## src/logic/codec_pin_route_regs.vh

```
// Register map, field positions, reset values and select codes for the pin routing block.
// Assumes it is included by bare name from every design file that needs these names.
`ifndef CODEC_PIN_ROUTE_REGS_VH
`define CODEC_PIN_ROUTE_REGS_VH

// ----------------------------------------------------------------
// Register offsets
// ----------------------------------------------------------------
`define ADDR_PIN_LEVEL_VALUE 8'h0e
`define ADDR_PORT_ROUTE_CFG 8'h0f
`define ADDR_OUT_PIN_CFG 8'h10

// ----------------------------------------------------------------
// Reset values
// ----------------------------------------------------------------
`define RST_PIN_LEVEL_VALUE 8'h00
`define RST_PORT_ROUTE_CFG 8'h00
`define RST_OUT_PIN_CFG 8'h52
`define RST_OUT_PIN_FUNC 4'h5
`define RST_OUT_PIN_DRIVE 3'h2
`define RST_BIT 1'h0

// ----------------------------------------------------------------
// Field positions
// ----------------------------------------------------------------
`define BIT_BIDIR_OUT_LEVEL 7
`define BIT_OUT_A_LEVEL 5
`define BIT_BIDIR_IN_LEVEL 3
`define BIT_IN_B_LEVEL 2
`define BIT_IN_A_LEVEL 1
`define AUX_CLK_HI 6
`define AUX_CLK_LO 5
`define DIN2_SRC_HI 4
`define DIN2_SRC_LO 2
`define BIT_BCLK_SRC 1
`define BIT_FSYNC_SRC 0
`define OUT_FUNC_HI 7
`define OUT_FUNC_LO 4
`define BIT_OUT_LEVEL 3
`define OUT_DRIVE_HI 2
`define OUT_DRIVE_LO 0
`define MON_WIDTH 3
`define MON_BIDIR 2
`define MON_IN_B 1
`define MON_IN_A 0

// ----------------------------------------------------------------
// Source select codes; the clock selector uses 0 to 3, the data input selector all six
// ----------------------------------------------------------------
`define SRC_OFF 3'h0
`define SRC_BIDIR 3'h1
`define SRC_IN_B 3'h2
`define SRC_IN_A 3'h3
`define SRC_SERIAL_OUT 3'h4
`define SRC_PRIMARY_DIN 3'h5

// ----------------------------------------------------------------
// Serial output pin function codes
// ----------------------------------------------------------------
`define FUNC_DISABLED 4'h0
`define FUNC_INPUT 4'h1
`define FUNC_GPO 4'h2
`define FUNC_IRQ 4'h3
`define FUNC_DMCLK 4'h4
`define FUNC_PRI_DOUT 4'h5
`define FUNC_PRI_DOUT2 4'h6
`define FUNC_SEC_DOUT 4'h7
`define FUNC_SEC_DOUT2 4'h8
`define FUNC_SEC_BCLK 4'h9
`define FUNC_GEN_CLK 4'ha
`define FUNC_MUXED 4'hc
`define FUNC_DAISY 4'hd
`define FUNC_LOOPBACK 4'he

// ----------------------------------------------------------------
// Serial output pin drive codes
// ----------------------------------------------------------------
`define DRV_HIZ 3'h0
`define DRV_PUSH_PULL 3'h1
`define DRV_LOW_WEAK_HIGH 3'h2
`define DRV_LOW_ONLY 3'h3
`define DRV_WEAK_LOW_HIGH 3'h4
`define DRV_HIGH_ONLY 3'h5

`endif

```

## src/logic/codec_pin_route_gpio_regs.v

```verilog
// Pin routing and general pin value registers of the audio codec.
// Assumes all pin inputs are synchronous to ref_clk_in except the monitored general pins.
//
// What this block does
// Bidirectional pin drives stored bit 7 when configured as output.
// Output pin A drives stored bit 5 when configured as output.
// Bit 3 reads sampled bidirectional pin level while it is an input.
// Bit 2 reads sampled input pin B level while it is an input.
// Bit 1 reads sampled input pin A level while it is an input.
// Reserved bits are written as zero by software and read as zero.
// Auxiliary clock source: off, bidirectional pin, input pin B, input pin A.
// Second data input source: off, pins, serial out pin, primary data in.
// Primary bit clock from its own pin or from the secondary port.
// Primary frame sync from its own pin or from the secondary port.
// Serial out function resets to 5, primary data; 6 is second output.
// Codes 0 to 4: disabled, input, general output, interrupt, density clock.
// Code 9 drives secondary bit clock, code 10 the general clock.
// Code 12 muxed data, 13 daisy chain, 14 loopback, 15 reserved.
// General output function drives the stored serial out level bit.
// Drive field resets to 2 and selects one of six pad drive styles.
// Monitors are synchronised and read zero when the pin is no input.
`timescale 1ns/1ns
`include "codec_pin_route_regs.vh"

module codec_pin_route_gpio_regs (
  // Clock and reset
  input wire ref_clk_in,
  input wire rst_n_in,
  // Register port
  input wire [7:0] reg_addr_in,
  input wire [7:0] reg_wdata_in,
  input wire reg_wr_in,
  input wire reg_rd_in,
  output reg [7:0] reg_rdata_out,
  // General pin configuration
  input wire bidir_pin_is_output_in,
  input wire bidir_pin_is_input_in,
  input wire out_pin_a_is_output_in,
  input wire in_pin_a_is_input_in,
  input wire in_pin_b_is_input_in,
  // General pins
  input wire bidir_general_pin_in,
  output reg bidir_general_pin_out,
  output reg bidir_general_pin_oe_out,
  output reg general_out_pin_a_out,
  output reg general_out_pin_a_oe_out,
  input wire general_in_pin_a_in,
  input wire general_in_pin_b_in,
  // Serial output pin
  input wire serial_out_pin_in,
  output reg serial_out_pin_out,
  output reg serial_out_pin_oe_out,
  // Sources for the serial output pin
  input wire primary_port_data_out_in,
  input wire primary_port_data_out2_in,
  input wire secondary_port_data_out_in,
  input wire secondary_port_data_out2_in,
  input wire chip_irq_in,
  input wire density_mod_clock_in,
  input wire general_clock_in,
  input wire daisy_chain_out_in,
  input wire mux_pick_secondary_in,
  // Primary port pins and secondary port sources
  input wire primary_port_data_in_in,
  input wire primary_port_bit_clock_pin_in,
  input wire primary_port_frame_sync_pin_in,
  input wire secondary_port_bit_clock_in,
  input wire secondary_port_frame_sync_in,
  // Routed signals
  output reg aux_clock_out,
  output reg primary_port_data_in2_out,
  output reg primary_port_bit_clock_out,
  output reg primary_port_frame_sync_out
);

  // ----------------------------------------------------------------
  // Source selection shared by the clock and data input selectors
  // ----------------------------------------------------------------
  function pick_general_pin;
    input [2:0] code;
    input bidir_level;
    input in_b_level;
    input in_a_level;
    begin
      case (code)
        `SRC_BIDIR: pick_general_pin = bidir_level;
        `SRC_IN_B: pick_general_pin = in_b_level;
        `SRC_IN_A: pick_general_pin = in_a_level;
        default: pick_general_pin = 1'b0;
      endcase
    end
  endfunction

  // ----------------------------------------------------------------
  // Register storage
  // ----------------------------------------------------------------
  reg bidir_pin_out_level_q;
  reg out_pin_a_level_q;
  reg [1:0] aux_clock_source_q;
  reg [2:0] primary_port_data_in2_source_q;
  reg primary_port_bit_clock_source_q;
  reg primary_port_frame_sync_source_q;
  reg [3:0] serial_out_pin_function_q;
  reg serial_out_pin_level_q;
  reg [2:0] serial_out_pin_drive_q;

  always @(posedge ref_clk_in or negedge rst_n_in) begin
    if (!rst_n_in) begin
      bidir_pin_out_level_q <= `RST_BIT;
      out_pin_a_level_q <= `RST_BIT;
      aux_clock_source_q <= 2'h0;
      primary_port_data_in2_source_q <= `SRC_OFF;
      primary_port_bit_clock_source_q <= `RST_BIT;
      primary_port_frame_sync_source_q <= `RST_BIT;
      serial_out_pin_function_q <= `RST_OUT_PIN_FUNC;
      serial_out_pin_level_q <= `RST_BIT;
      serial_out_pin_drive_q <= `RST_OUT_PIN_DRIVE;
    end else if (reg_wr_in) begin
      case (reg_addr_in)
        `ADDR_PIN_LEVEL_VALUE: begin
          bidir_pin_out_level_q <= reg_wdata_in[`BIT_BIDIR_OUT_LEVEL];
          out_pin_a_level_q <= reg_wdata_in[`BIT_OUT_A_LEVEL];
        end
        `ADDR_PORT_ROUTE_CFG: begin
          aux_clock_source_q <= reg_wdata_in[`AUX_CLK_HI:`AUX_CLK_LO];
          primary_port_data_in2_source_q <= reg_wdata_in[`DIN2_SRC_HI:`DIN2_SRC_LO];
          primary_port_bit_clock_source_q <= reg_wdata_in[`BIT_BCLK_SRC];
          primary_port_frame_sync_source_q <= reg_wdata_in[`BIT_FSYNC_SRC];
        end
        `ADDR_OUT_PIN_CFG: begin
          serial_out_pin_function_q <= reg_wdata_in[`OUT_FUNC_HI:`OUT_FUNC_LO];
          serial_out_pin_level_q <= reg_wdata_in[`BIT_OUT_LEVEL];
          serial_out_pin_drive_q <= reg_wdata_in[`OUT_DRIVE_HI:`OUT_DRIVE_LO];
        end
        default: begin
          bidir_pin_out_level_q <= bidir_pin_out_level_q;
        end
      endcase
    end
  end

  // ----------------------------------------------------------------
  // Input monitors
  // ----------------------------------------------------------------
  wire [`MON_WIDTH-1:0] mon_raw;
  wire [`MON_WIDTH-1:0] mon_sync;
  wire bidir_pin_in_level;
  wire in_pin_b_level;
  wire in_pin_a_level;

  assign mon_raw = {bidir_general_pin_in, general_in_pin_b_in, general_in_pin_a_in};

  monitor_sync u_monitor_sync (
    .ref_clk_in(ref_clk_in),
    .rst_n_in(rst_n_in),
    .raw_in(mon_raw),
    .sync_out(mon_sync)
  );

  assign bidir_pin_in_level = mon_sync[`MON_BIDIR] & bidir_pin_is_input_in;
  assign in_pin_b_level = mon_sync[`MON_IN_B] & in_pin_b_is_input_in;
  assign in_pin_a_level = mon_sync[`MON_IN_A] & in_pin_a_is_input_in;

  // ----------------------------------------------------------------
  // Read path
  // ----------------------------------------------------------------
  reg [7:0] read_value;

  always @* begin
    read_value = 8'h00;
    case (reg_addr_in)
      `ADDR_PIN_LEVEL_VALUE: begin
        read_value[`BIT_BIDIR_OUT_LEVEL] = bidir_pin_out_level_q;
        read_value[`BIT_OUT_A_LEVEL] = out_pin_a_level_q;
        read_value[`BIT_BIDIR_IN_LEVEL] = bidir_pin_in_level;
        read_value[`BIT_IN_B_LEVEL] = in_pin_b_level;
        read_value[`BIT_IN_A_LEVEL] = in_pin_a_level;
      end
      `ADDR_PORT_ROUTE_CFG: begin
        read_value[`AUX_CLK_HI:`AUX_CLK_LO] = aux_clock_source_q;
        read_value[`DIN2_SRC_HI:`DIN2_SRC_LO] = primary_port_data_in2_source_q;
        read_value[`BIT_BCLK_SRC] = primary_port_bit_clock_source_q;
        read_value[`BIT_FSYNC_SRC] = primary_port_frame_sync_source_q;
      end
      `ADDR_OUT_PIN_CFG: begin
        read_value[`OUT_FUNC_HI:`OUT_FUNC_LO] = serial_out_pin_function_q;
        read_value[`BIT_OUT_LEVEL] = serial_out_pin_level_q;
        read_value[`OUT_DRIVE_HI:`OUT_DRIVE_LO] = serial_out_pin_drive_q;
      end
      default: begin
        read_value = 8'h00;
      end
    endcase
  end

  always @(posedge ref_clk_in or negedge rst_n_in) begin
    if (!rst_n_in) begin
      reg_rdata_out <= 8'h00;
    end else if (reg_rd_in) begin
      reg_rdata_out <= read_value;
    end else begin
      reg_rdata_out <= 8'h00;
    end
  end

  // ----------------------------------------------------------------
  // Input routing
  // ----------------------------------------------------------------
  reg aux_clock_d;
  reg primary_port_data_in2_d;
  reg primary_port_bit_clock_d;
  reg primary_port_frame_sync_d;

  always @* begin
    aux_clock_d = pick_general_pin({1'b0, aux_clock_source_q}, bidir_general_pin_in,
      general_in_pin_b_in, general_in_pin_a_in);
    case (primary_port_data_in2_source_q)
      `SRC_SERIAL_OUT: primary_port_data_in2_d = serial_out_pin_in;
      `SRC_PRIMARY_DIN: primary_port_data_in2_d = primary_port_data_in_in;
      default: primary_port_data_in2_d = pick_general_pin(primary_port_data_in2_source_q,
        bidir_general_pin_in, general_in_pin_b_in, general_in_pin_a_in);
    endcase
    if (primary_port_bit_clock_source_q) begin
      primary_port_bit_clock_d = secondary_port_bit_clock_in;
    end else begin
      primary_port_bit_clock_d = primary_port_bit_clock_pin_in;
    end
    if (primary_port_frame_sync_source_q) begin
      primary_port_frame_sync_d = secondary_port_frame_sync_in;
    end else begin
      primary_port_frame_sync_d = primary_port_frame_sync_pin_in;
    end
  end

  // ----------------------------------------------------------------
  // Serial output pin function
  // ----------------------------------------------------------------
  reg serial_level_d;
  reg serial_active_d;
  wire serial_pin_d;
  wire serial_oe_d;

  always @* begin
    serial_active_d = 1'b1;
    case (serial_out_pin_function_q)
      `FUNC_GPO: serial_level_d = serial_out_pin_level_q;
      `FUNC_IRQ: serial_level_d = chip_irq_in;
      `FUNC_DMCLK: serial_level_d = density_mod_clock_in;
      `FUNC_PRI_DOUT: serial_level_d = primary_port_data_out_in;
      `FUNC_PRI_DOUT2: serial_level_d = primary_port_data_out2_in;
      `FUNC_SEC_DOUT: serial_level_d = secondary_port_data_out_in;
      `FUNC_SEC_DOUT2: serial_level_d = secondary_port_data_out2_in;
      `FUNC_SEC_BCLK: serial_level_d = secondary_port_bit_clock_in;
      `FUNC_GEN_CLK: serial_level_d = general_clock_in;
      `FUNC_MUXED: begin
        if (mux_pick_secondary_in) begin
          serial_level_d = secondary_port_data_out_in;
        end else begin
          serial_level_d = primary_port_data_out_in;
        end
      end
      `FUNC_DAISY: serial_level_d = daisy_chain_out_in;
      `FUNC_LOOPBACK: serial_level_d = primary_port_data_in_in;
      default: begin
        serial_level_d = 1'b0;
        serial_active_d = 1'b0;
      end
    endcase
  end

  out_pin_drive u_out_pin_drive (
    .active_in(serial_active_d),
    .level_in(serial_level_d),
    .drive_in(serial_out_pin_drive_q),
    .pin_out(serial_pin_d),
    .pin_oe_out(serial_oe_d)
  );

  // ----------------------------------------------------------------
  // Output registers
  // ----------------------------------------------------------------
  always @(posedge ref_clk_in or negedge rst_n_in) begin
    if (!rst_n_in) begin
      bidir_general_pin_out <= 1'b0;
      bidir_general_pin_oe_out <= 1'b0;
      general_out_pin_a_out <= 1'b0;
      general_out_pin_a_oe_out <= 1'b0;
      serial_out_pin_out <= 1'b0;
      serial_out_pin_oe_out <= 1'b0;
      aux_clock_out <= 1'b0;
      primary_port_data_in2_out <= 1'b0;
      primary_port_bit_clock_out <= 1'b0;
      primary_port_frame_sync_out <= 1'b0;
    end else begin
      bidir_general_pin_out <= bidir_pin_out_level_q & bidir_pin_is_output_in;
      bidir_general_pin_oe_out <= bidir_pin_is_output_in;
      general_out_pin_a_out <= out_pin_a_level_q & out_pin_a_is_output_in;
      general_out_pin_a_oe_out <= out_pin_a_is_output_in;
      serial_out_pin_out <= serial_pin_d;
      serial_out_pin_oe_out <= serial_oe_d;
      aux_clock_out <= aux_clock_d;
      primary_port_data_in2_out <= primary_port_data_in2_d;
      primary_port_bit_clock_out <= primary_port_bit_clock_d;
      primary_port_frame_sync_out <= primary_port_frame_sync_d;
    end
  end

endmodule

```

## src/logic/monitor_sync.v

```verilog
// Two-stage synchroniser for the general pin input monitors.
// Assumes a single clock and an asynchronous active-low reset.
`timescale 1ns/1ns
`include "codec_pin_route_regs.vh"

module monitor_sync (
  // Clock and reset
  input wire ref_clk_in,
  input wire rst_n_in,
  // Raw and synchronised levels
  input wire [`MON_WIDTH-1:0] raw_in,
  output wire [`MON_WIDTH-1:0] sync_out
);

  // ----------------------------------------------------------------
  // Synchroniser stages
  // ----------------------------------------------------------------
  genvar i;
  generate
    for (i = 0; i < `MON_WIDTH; i = i + 1) begin : g_sync
      reg meta_q;
      reg stable_q;
      always @(posedge ref_clk_in or negedge rst_n_in) begin
        if (!rst_n_in) begin
          meta_q <= `RST_BIT;
          stable_q <= `RST_BIT;
        end else begin
          meta_q <= raw_in[i];
          stable_q <= meta_q;
        end
      end
      assign sync_out[i] = stable_q;
    end
  endgenerate

endmodule

```

## src/logic/out_pin_drive.v

```verilog
// Drive encoder for the serial output pin: level and drive code to out and enable.
// Assumes the caller registers both results; weak pulls are left to the pad.
`timescale 1ns/1ns
`include "codec_pin_route_regs.vh"

module out_pin_drive (
  // Request
  input wire active_in,
  input wire level_in,
  input wire [2:0] drive_in,
  // Pad control
  output reg pin_out,
  output reg pin_oe_out
);

  // ----------------------------------------------------------------
  // Drive decode
  // ----------------------------------------------------------------
  always @* begin
    pin_out = 1'b0;
    pin_oe_out = 1'b0;
    if (active_in) begin
      case (drive_in)
        `DRV_PUSH_PULL: begin
          pin_out = level_in;
          pin_oe_out = 1'b1;
        end
        `DRV_LOW_WEAK_HIGH, `DRV_LOW_ONLY: begin
          pin_out = 1'b0;
          pin_oe_out = ~level_in;
        end
        `DRV_WEAK_LOW_HIGH, `DRV_HIGH_ONLY: begin
          pin_out = 1'b1;
          pin_oe_out = level_in;
        end
        default: begin
          pin_out = 1'b0;
          pin_oe_out = 1'b0;
        end
      endcase
    end
  end

endmodule

```

## config.mk

```make
export PLATFORM = sky130hd
export DESIGN_NAME = codec_pin_route_gpio_regs
export DESIGN_NICKNAME = d
export VERILOG_FILES = /design/src/logic/codec_pin_route_gpio_regs.v /design/src/logic/monitor_sync.v /design/src/logic/out_pin_drive.v
export VERILOG_INCLUDE_DIRS = /design/src /design/src/logic
export SDC_FILE = /design/constraint.sdc
export NUM_CORES = 1
export LEC_CHECK = 0
export BUFFER_PORTS_ARGS = -buffer_cell sky130_fd_sc_hd__buf_2
export CORE_UTILIZATION = 45
export DETAILED_ROUTE_END_ITERATION = 7
export GPL_TIMING_DRIVEN = 0
export HOLD_SLACK_MARGIN = 0.15
export PLACE_DENSITY_LB_ADDON = 0.3
export SLEW_MARGIN = 20
export SYNTH_ARGS = -nofsm -noshare
export SYNTH_HDL_FRONTEND = slang
export SYNTH_SLANG_ARGS = --single-unit
```

## constraint.sdc

```tcl
create_clock -name ref_clk_in -period 1.96 [get_ports ref_clk_in]
set_input_delay 0.196 -clock ref_clk_in [delete_from_list [all_inputs] [get_ports ref_clk_in]]
set_output_delay 0.196 -clock ref_clk_in [all_outputs]
set_load 0.01 [all_outputs]
```

==> flow_metrics.py, run 1 <==
metrics = {
    "drt": {
        "drc": 0,
        "routed_wirelength_um": 3980,
        "wire_per_inst_um": 14.5,
        "drt-pass1-iter-count": 4,
        "drtIter0Drc": 104,
        "antenna_left": 0,
        "vias": 1432,
        "via_per_inst": 5.23,
    },
    "floorplanning": {
        "fp-row-count": 22,
        "io_pins": 61,
        "die_x_um": 65.5,
        "fp.coreArea_um2": 3770,
        "die_h_um": 65.5,
        "dieArea_um2": 4290,
        "initial_core_util": 0.481,
    },
    "run_status": {
        "outcome": "completed",
    },
    "job": {
        "drv_cap": 0,
    },
    "global_route": {
        "grt_pass1_vias": 1465,
        "antenna_found_initial": 0,
        "grt_overflow": 0,
        "grt_max_degree": 42,
        "track_usage": 0.214,
        "grt_pass1_wl_um": 6730,
    },
    "yosys": {
        "yosysSeqAreaShare": 0.567,
        "ys_types": 34,
        "ys_ff_latch": 41,
        "synth_area_leader_cell": "dfrtp_1",
        "syn_nets": 183,
        "synth_area_leaders": "dfrtp_1, mux2_2, dfstp_2",
        "syn_inst": 140,
        "synth_top_area_frac": 0.524,
        "ys_warn_count": 0,
        "postSynthAreaPerCell_um2": 13.0,
        "synth.cell_area_um2": 1820,
    },
    "finish": {
        "final_util": 0.656,
        "drive_above_1_share": 0.451,
        "antennaDiodeCount": 0,
        "final_common_cell": "buf_2",
        "mostFrequentLayoutCells": "buf_2, dfrtp_1, mux2_2, dlygate4sd3_1",
        "areaGrowthSynthToFinish_pct": 36.2,
        "nets": 268,
        "seqCellArea_um2": 1030,
        "multi_input_area_um2": 737,
        "fill_cells": 279,
    },
    "place": {
        "gp_congestion": 0.781,
        "io_buffers": 60,
        "dp_hpwl_um": 2870,
        "dp_worst_setup_slack_ps": 203,
    },
    "power_and_ir_drop": {
        "intPower_uw": 1400,
        "netSwitchingFraction": 0.217,
        "pwr-share-seq": 0.505,
        "power_frac_comb": 0.105,
        "total_leakage_power_uw": 0.00119,
        "vdd_drop_max_uv": 573,
        "clockPowerShare": 0.390,
        "total_power_uw": 1780,
        "powerDensity_nw_per_um2": 721,
        "p_sw_uw": 387,
    },
    "timing": {
        "worstMarginPinSlew_ps": 875,
        "setup_violations": 0,
        "rsz0062_at_grt": "no",
        "finalCritPeriodShare": 0.898,
        "slew_viol_final": 0,
        "fin_hold_ws_ps": 173,
        "hold_viol_final": 0,
        "max_freq_mhz": 568,
        "finalClockSkew_ps": 4.68,
        "slew_headroom": 0.416,
        "fin_ws_ps": 200,
        "fin_crit_ps": 1760,
        "finalSetupTns_ps": 0,
    },
    "worst_setup_path": {
        "cp-start-kind": "flip-flop",
        "path_max_fanout": 10,
        "rrSetupSlack_ps": 200,
        "crit_type": "flip-flop to flip-flop",
        "cp-end-kind": "flip-flop",
        "cp_data_arrival_time_ps": 1960,
        "cp.required_ps": 2160,
    },
    "cts": {
        "h-tree-depth": 2,
        "cts_buffers": 5,
        "tritoncts": "done",
        "root_buffer": "clkbuf_8",
        "post_cts_buffers": 0,
        "clock-sinks": 41,
        "clock_path_buffers": 2,
        "path_clk_slew_ps": 70,
        "clk_latency_ps": 300,
        "cts_repair_resize_count": 0,
    },
    "hold_path": {
        "hold_class": "primary input to flip-flop",
    },
}
-- power groups by stage --
stage	Clock (µW)	Combinational, µW	Sequential (µW)
2_1_floorplan	0	67.7	916
3_3_place_gp	0	154	916
3_5_place_dp	0	160	917
4_1_cts	710	186	901
5_1_grt	750	206	906
6_report	696	186	901
-- per-layer routing --
metal / track usage / vias to the layer above / wire length [µm]
li1: - / 681 / -
met1: 0.253 / 686 / 1680
met2: 0.366 / 59 / 1970
met3: 0.0590 / 6 / 253
met4: 0.0815 / 0 / 74
met5: 0 / - / 0
-- worst paths after layout --
kind / startpoint / end / depth (start not counted)
worst max-delay path: serial_out_pin_function_q[0]$_DFFE_PN1P_ / serial_out_pin_oe_out$_DFF_PN0_ / 6
worst min-delay path: reg_wdata_in[5] / serial_out_pin_function_q[1]$_DFFE_PN0P_ / 2
worst max register to register: serial_out_pin_function_q[0]$_DFFE_PN1P_ / serial_out_pin_oe_out$_DFF_PN0_ / 6
worst min register to register: u_monitor_sync.g_sync[1].meta_q$_DFF_PN0_ / u_monitor_sync.g_sync[1].stable_q$_DFF_PN0_ / 0
max in group asynchronous: rst_n_in / primary_port_data_in2_out$_DFF_PN0_ / 2
min in group asynchronous: rst_n_in / bidir_general_pin_out$_DFF_PN0_ / 2
-- synthesized netlist by cell type --
| cell | instances |
|---|---|
| a22o_1 | 4 |
| nand3_2 | 2 |
| buf_4 | 3 |
| o21ai_0 | 4 |
| a2111o_1 | 1 |
| a211oi_1 | 1 |
| a32oi_1 | 4 |
| nor3b_4 | 1 |
| nor2_2 | 1 |
| a22oi_1 | 4 |
| nor4_1 | 1 |
| o32ai_1 | 1 |
| nor2b_1 | 5 |
| nand2_2 | 1 |
| dfstp_2 | 3 |
| nand3_1 | 1 |
| nand3b_1 | 3 |
| mux2i_1 | 5 |
| buf_6 | 1 |
| a21oi_1 | 4 |
| nand2_1 | 6 |
| nor2_1 | 6 |
| nor3_1 | 3 |
| nor3_4 | 1 |
| nor4b_1 | 1 |
| a211o_1 | 1 |
| nand4b_1 | 1 |
| dfrtp_1 | 38 |
| o31ai_1 | 1 |
| or2b_1 | 3 |
| nor4b_2 | 1 |
| mux2_2 | 21 |
| and2_1 | 3 |
| inv_1 | 4 |
-- metrics by stage --
step | std cells | cell area (µm²)
finish | 274 | 2470
global route | 274 | 2470
CTS | 273 | 2460
detailed placement | 248 | 2180
global placement | 248 | 2180
floorplan | 140 | 1820
-- final cells by class --
class                           instances  area share
Buffer                                  4      0.0137
Tap cell                               48      0.0243
Multi-Input combinational cell         91       0.298
Inverter                                4     0.00607
Timing Repair Buffer                   78       0.194
Sequential cell                        41       0.416
Clock inverter                          1      0.0121
Clock buffer                            7      0.0349
-- worst max-delay path, cell delays in order, from the launching register on --
cell and delay, ps:
dfstp_2 560, buf_6 140, mux2i_1 190, nor3_1 60, a2111o_1 380, o21ai_0 140, nor4b_2 210
-- kinds of logic (layout without fill, tap and decap cells) --
logic type | Yosys count | after routing | synth area share
flops | 41 | 41 | 0.567
simple gates | 40 | 40 | 0.147
mux | 26 | 26 | 0.158
compound gates | 25 | 25 | 0.101
buf+inv | 8 | 94 | 0.0269
-- state kept, by name, indices dropped and copies added (netlist names), 2 cells and up --
| register | count |
|---|---|
| aux_clock_source_q | 2 |
| primary_port_data_in2_source_q | 3 |
| reg_rdata_out | 8 |
| u_monitor_sync.g_sync.meta_q | 3 |
| serial_out_pin_function_q | 4 |
| serial_out_pin_drive_q | 3 |
| u_monitor_sync.g_sync.stable_q | 3 |
-- repair_timing --
action / 4_1_cts / 5_1_grt
hold buffers: 17 / 1
endpoints found under the setup margin: 0 / 0
endpoints found under the hold margin: 57 / 1
Power figures use the tool's default switching activity.
==> run 2, diff against run 1 <==
--- a/config.mk
+++ b/config.mk
@@ -12,6 +12,7 @@
 export GPL_TIMING_DRIVEN = 0
 export HOLD_SLACK_MARGIN = 0.15
 export PLACE_DENSITY_LB_ADDON = 0.3
+export RECOVER_POWER = 100
 export SLEW_MARGIN = 20
 export SYNTH_ARGS = -nofsm -noshare
 export SYNTH_HDL_FRONTEND = slang
==> constraint.sdc (replaced) <==
create_clock -name ref_clk_in -period 1.96 [get_ports ref_clk_in]
set_input_delay 0.098 -clock ref_clk_in [delete_from_list [all_inputs] [get_ports ref_clk_in]]
set_output_delay 0.098 -clock ref_clk_in [all_outputs]
set_load 0.01 [all_outputs]
==> flow_metrics.py, run 2 (synthesis results as in run 1) <==
metrics = {
    "run_status": {
        "outcome": "completed",
    },
    "drt": {
        "drtIter0Drc": 93,
        "drc": 0,
        "routed_wirelength_um": 4130,
        "drt-pass1-iter-count": 4,
        "antenna_left": 0,
        "via_per_inst": 5.21,
        "vias": 1447,
        "wire_per_inst_um": 14.9,
    },
    "place": {
        "gp_congestion": 0.781,
        "io_buffers": 60,
        "dp_worst_setup_slack_ps": 203,
        "dp_hpwl_um": 2870,
    },
    "worst_setup_path": {
        "worstSetupStartpoint": "serial_out_pin_function_q[0]$_DFFE_PN1P_",
        "crit_cells": 6,
        "cp_data_arrival_time_ps": 2000,
        "slowest_delay_ps": 580,
        "path_buf_inv": 1,
        "critPathSlowestCell": "dfstp_1",
        "cp-end-kind": "flip-flop",
        "ff2ff_path_depth": 6,
        "cp-start-kind": "flip-flop",
        "crit_chain": "buf_6 > mux2i_1 > nor3_1 > a2111o_1 > o21ai_0 > nor4b_2",
        "rrSetupSlack_ps": 160,
        "cp.required_ps": 2160,
        "crit_type": "flip-flop to flip-flop",
        "reg2reg_from": "serial_out_pin_function_q[0]$_DFFE_PN1P_",
        "worstReg2RegEnd": "serial_out_pin_oe_out$_DFF_PN0_",
        "crit_family": "flip-flops",
        "path_max_fanout": 10,
    },
    "cts": {
        "clock_path_buffers": 2,
        "path_clk_slew_ps": 70,
        "root_buffer": "clkbuf_8",
        "cts_buffers": 5,
        "tritoncts": "done",
        "post_cts_buffers": 0,
        "h-tree-depth": 2,
        "clock-sinks": 41,
        "clk_latency_ps": 300,
    },
    "power_and_ir_drop": {
        "p_sw_uw": 386,
        "pwr-share-seq": 0.506,
        "powerDensity_nw_per_um2": 726,
        "intPower_uw": 1400,
        "vdd_drop_max_uv": 573,
        "power_frac_comb": 0.104,
        "netSwitchingFraction": 0.216,
        "clockPowerShare": 0.390,
        "total_leakage_power_uw": 0.00111,
    },
    "timing": {
        "finalCritPeriodShare": 0.917,
        "fin_crit_ps": 1800,
        "finalSetupTns_ps": 0,
        "fin_hold_ws_ps": 173,
        "max_freq_mhz": 557,
        "finalClockSkew_ps": 3.64,
        "worstMarginPinSlew_ps": 971,
        "hold_viol_final": 0,
        "rsz0062_at_grt": "no",
        "slew_viol_final": 0,
        "setup_violations": 0,
        "fin_ws_ps": 163,
        "slew_headroom": 0.352,
    },
    "floorplanning": {
        "die_x_um": 65.5,
        "io_pins": 61,
        "initial_core_util": 0.481,
        "die_h_um": 65.5,
        "dieArea_um2": 4290,
        "fp-row-count": 22,
        "fp.coreArea_um2": 3770,
    },
    "global_route": {
        "grt_overflow": 0,
        "grt_max_degree": 42,
        "track_usage": 0.220,
        "grt_pass1_wl_um": 6940,
        "antenna_found_initial": 0,
        "grt_pass1_vias": 1501,
    },
    "finish": {
        "final_util": 0.651,
        "final_common_cell": "dfrtp_1",
        "largest_register": "reg_rdata_out",
        "reg_top3": "reg_rdata_out (8), serial_out_pin_function_q (4)",
        "drive_above_1_share": 0.326,
        "mostFrequentLayoutCells": "dfrtp_1, buf_2, clkbuf_1, dlygate4sd3_1, mux2_2",
        "nets": 272,
        "antennaDiodeCount": 0,
        "areaGrowthSynthToFinish_pct": 35.2,
        "largest_reg_flops": 8,
        "fill_cells": 297,
    },
    "hold_path": {
        "hold_class": "primary input to flip-flop",
        "hold_depth": 3,
        "min_to": "bidir_pin_out_level_q$_DFFE_PN0P_",
        "hold_start": "reg_wr_in",
    },
    "job": {
        "drv_cap": 0,
    },
}
run 2: changes by cell type in the layout (fill, tap and decap cells not counted), moves of 2 or more:
| cell | previous run | this run |
|---|---|---|
| buf_2 | 60 | 37 |
| clkbuf_1 | 1 | 23 |
| dlygate4sd3_1 | 18 | 22 |
| nand3_1 | 1 | 3 |
| nand3_2 | 2 | 0 |
run 2: worst max-delay path by stage:
| stage | slack (ps) | endpoint |
|---|---|---|
| 2_1_floorplan | 350 | serial_out_pin_oe_out$_DFF_PN0_ |
| 3_3_place_gp | 230 | serial_out_pin_oe_out$_DFF_PN0_ |
| 3_5_place_dp | 200 | serial_out_pin_oe_out$_DFF_PN0_ |
| 4_1_cts | 190 | serial_out_pin_oe_out$_DFF_PN0_ |
| 5_1_grt | 70 | serial_out_pin_out$_DFF_PN0_ |
| 6_report | 160 | serial_out_pin_oe_out$_DFF_PN0_ |
run 2: power by group through the flow:
stage                     clock network (µW)  logic, µW  registers, µW
after floorplan                            0       67.7            916
after global placement                     0        154            916
after detailed placement                   0        160            917
after CTS                                710        194            901
after global routing                     752        205            905
final                                    695        186            902
run 2: worst min-delay path, stage by stage:
cell     delay, ps
buf_2          130
nand2_2         70
mux2_2         140
run 2: metrics by stage:
step	instance area, µm²	power [µW]	std cells
6_report	2450	1780	278
5_1_grt	2450	1860	278
4_1_cts	2510	1810	278
3_5_place_dp	2180	1080	248
3_3_place_gp	2180	1070	248
2_1_floorplan	1820	983	140
run 2: routing by layer:
layer	vias up	global-route usage	wire length, µm
met4	0	0.0815	74
met3	6	0.0590	252
met2	54	0.379	2090
met1	698	0.261	1720
met5	-	0	0
li1	689	-	-
run 2: area by class of cell:
class | count | area, µm² | share of cell area
Clock buffer | 7 | 86.3 | 0.0352
Inverter | 4 | 15.0 | 0.00612
Buffer | 4 | 33.8 | 0.0138
Clock inverter | 1 | 30.0 | 0.0122
Tap cell | 48 | 60.1 | 0.0245
Timing Repair Buffer | 82 | 493 | 0.201
Multi-Input combinational cell | 91 | 707 | 0.288
Sequential cell | 41 | 1030 | 0.419
run 2: what timing repair did:
| item | in CTS | in global routing |
|---|---|---|
| gates resized for setup | 0 | 0 |
| hold endpoints to repair | 71 | 0 |
| hold buffers | 22 | 0 |
==> run 3, diff against run 2 <==
--- a/config.mk
+++ b/config.mk
@@ -6,7 +6,9 @@
 export SDC_FILE = /design/constraint.sdc
 export NUM_CORES = 1
 export LEC_CHECK = 0
+export ABC_AREA = 1
 export BUFFER_PORTS_ARGS = -buffer_cell sky130_fd_sc_hd__buf_2
+export CAP_MARGIN = 20
 export CORE_UTILIZATION = 45
 export DETAILED_ROUTE_END_ITERATION = 7
 export GPL_TIMING_DRIVEN = 0
==> constraint.sdc (replaced) <==
create_clock -name ref_clk_in -period 2.2 [get_ports ref_clk_in]
set_input_delay 0.11 -clock ref_clk_in [delete_from_list [all_inputs] [get_ports ref_clk_in]]
set_output_delay 0.11 -clock ref_clk_in [all_outputs]
set_load 0.01 [all_outputs]
==> flow_metrics.py, run 3 <==
metrics = {
    "run_status": {
        "outcome": "completed",
    },
    "finish": {
        "largest_reg_flops": 8,
        "mostFrequentLayoutCells": "nand2_1, dfrtp_1, buf_2, inv_1, nand3_1",
        "final_common_cell": "nand2_1",
        "reg_top3": "reg_rdata_out (8), serial_out_pin_function_q (4)",
        "nets": 358,
        "areaGrowthSynthToFinish_pct": 33.4,
        "antennaDiodeCount": 0,
        "largest_register": "reg_rdata_out",
        "drive_above_1_share": 0.158,
    },
    "yosys": {
        "yosys.area_share.simple": 0.298,
        "ys.flop_type": "dfrtp_1",
        "synthXorXnorAreaFrac": 0,
        "syn_nets": 272,
        "synth.cell_area_um2": 1870,
        "synth-edff-count": 0,
        "synthMuxAreaShare": 0,
        "synthTopCellsByCount": "nand2_1, dfrtp_1, inv_1, nand3_1, nor2_1",
        "ys_ff_latch": 41,
        "ys_types": 23,
        "yosysMostFrequentCell": "nand2_1",
        "ys_warn_count": 0,
        "synth_top_family_by_area": "simple AND/OR/NAND/NOR gates",
        "synth_top_area_frac": 0.509,
        "synth_area_leader_cell": "dfrtp_1",
        "postSynthAreaPerCell_um2": 8.16,
        "synthAdderAreaFrac": 0,
        "syn_inst": 229,
        "async_flop_share": 1.00,
        "synth_compound_area_frac": 0.0736,
        "yosysSeqAreaShare": 0.551,
        "synth_area_leaders": "dfrtp_1, nand2_1, nand3_1",
    },
    "worst_setup_path": {
        "rrSetupSlack_ps": 400,
        "path_buf_inv": 3,
        "crit_type": "flip-flop to flip-flop",
        "ff2ff_path_depth": 11,
        "worstSetupStartpoint": "serial_out_pin_function_q[0]$_DFFE_PN1P_",
        "slowest_delay_ps": 520,
        "critPathSlowestCell": "dfstp_2",
        "crit_family": "simple AND/OR/NAND/NOR gates",
        "cp-end-kind": "flip-flop",
        "crit_cells": 11,
        "cp_common_cell": "nand2_1",
        "cp-endpoint": "serial_out_pin_oe_out$_DFF_PN0_",
        "path_max_fanout": 10,
        "cp-start-kind": "flip-flop",
        "crit_chain": "clkbuf_1 > inv_1 > nand2_1 > nor2_1 > nand2_1 > nand2_1 > nor2_1 > nand3_1 > nand2_1 > inv_1 > nor2_1",
        "worstReg2RegEnd": "serial_out_pin_oe_out$_DFF_PN0_",
        "cp.required_ps": 2430,
        "cp_data_arrival_time_ps": 2020,
        "reg2reg_from": "serial_out_pin_function_q[0]$_DFFE_PN1P_",
    },
    "drt": {
        "drtIter0Drc": 77,
        "antenna_left": 0,
        "wire_per_inst_um": 11.7,
        "via_per_inst": 4.91,
        "drc": 0,
        "drt-pass1-iter-count": 4,
        "vias": 1796,
        "routed_wirelength_um": 4280,
    },
    "floorplanning": {
        "fp.coreArea_um2": 4000,
        "fp-row-count": 23,
        "dieArea_um2": 4420,
        "die_x_um": 66.5,
        "io_pins": 61,
        "die_h_um": 66.5,
        "initial_core_util": 0.467,
    },
    "job": {
        "drv_cap": 0,
    },
    "place": {
        "gp_congestion": 0.847,
        "dp_hpwl_um": 3100,
        "io_buffers": 59,
        "dp_worst_setup_slack_ps": 651,
    },
    "global_route": {
        "grt_pass1_wl_um": 7230,
        "antenna_found_initial": 0,
        "track_usage": 0.226,
        "grt_overflow": 0,
        "grt_pass1_vias": 1630,
        "grt_max_degree": 42,
    },
    "cts": {
        "path_clk_slew_ps": 80,
        "root_buffer": "clkbuf_8",
        "cts_hold_buffers": 20,
        "post_cts_buffers": 0,
        "cts_repair_resize_count": 0,
        "clock_path_buffers": 2,
        "cts_buffers": 5,
        "tritoncts": "done",
        "clock-sinks": 41,
        "h-tree-depth": 2,
        "clk_latency_ps": 300,
    },
    "timing": {
        "finalSetupTns_ps": 0,
        "finalClockSkew_ps": 7.53,
        "rsz0062_at_grt": "no",
        "hold_viol_final": 0,
        "setup_violations": 0,
        "slew_viol_final": 0,
        "worstMarginPinSlew_ps": 966,
        "finalCritPeriodShare": 0.817,
        "max_freq_mhz": 556,
        "slew_headroom": 0.356,
        "fin_crit_ps": 1800,
        "fin_ws_ps": 402,
    },
    "power_and_ir_drop": {
        "total_power_uw": 1610,
        "total_leakage_power_uw": 0.00131,
        "vdd_drop_max_uv": 446,
        "powerDensity_nw_per_um2": 647,
    },
    "hold_path": {
        "hold_class": "primary input to flip-flop",
    },
}
==> run 3: cell families after synthesis <==
| family | Yosys count |
|---|---|
| simple gates | 127 |
| flops | 41 |
| buf+inv | 35 |
| compound gates | 26 |
==> run 3: how the worst min path moves through the flow <==
stage | from | to | slack [ps] | depth (start not counted)
2_1_floorplan | rst_n_in | aux_clock_out$_DFF_PN0_ | -190 | 0
3_3_place_gp | bidir_pin_is_output_in | bidir_general_pin_oe_out$_DFF_PN0_ | 240 | 1
3_5_place_dp | bidir_pin_is_output_in | bidir_general_pin_oe_out$_DFF_PN0_ | 240 | 1
4_1_cts | in_pin_a_is_input_in | reg_rdata_out[1]$_DFF_PN0_ | 160 | 5
5_1_grt | bidir_pin_is_input_in | reg_rdata_out[3]$_DFF_PN0_ | 200 | 5
6_report | bidir_pin_is_input_in | reg_rdata_out[3]$_DFF_PN0_ | 170 | 5
==> run 3: stage by stage <==
stage | instance area, µm² | hold WS (ps) | util | std cells
after detailed placement | 2230 | 239 | 0.557 | 338
after floorplan | 1870 | -186 | - | 229
after global routing | 2490 | 203 | 0.623 | 366
final | 2490 | 172 | 0.623 | 366
after global placement | 2230 | 237 | 0.557 | 338
after CTS | 2540 | 157 | 0.636 | 366
==> run 3: worst reg2reg max path: cells and delay by family (launching register included) <==
family | cells | cell delay [ps]
DFF | 1 | 520
and+or+nand+nor | 8 | 700
buffers and inverters | 3 | 500
==> run 3: layout make-up <==
class,instances,area (µm²)
repair buffers,79,468
clock buffers,7,86.3
multi-input cells,153,684
plain buffers,5,20.0
fillers,359,1510
well taps,50,62.6
clock inverters,1,30.0
flip-flops and latches,41,1030
inverters,30,113
==> run 3: power breakdown <==
group          switching (µW)  internal [µW]
sequential               24.5            791
clock                     250            370
combinational            96.9           82.3
total                     371           1240
==> run 3: per-layer routing <==
metal	vias to the layer above	global-route usage	share of wire
met5	-	0	0
met4	0	0.0691	0.010
met3	5	0.0719	0.063
met2	55	0.375	0.47
met1	839	0.280	0.46
li1	897	-	-
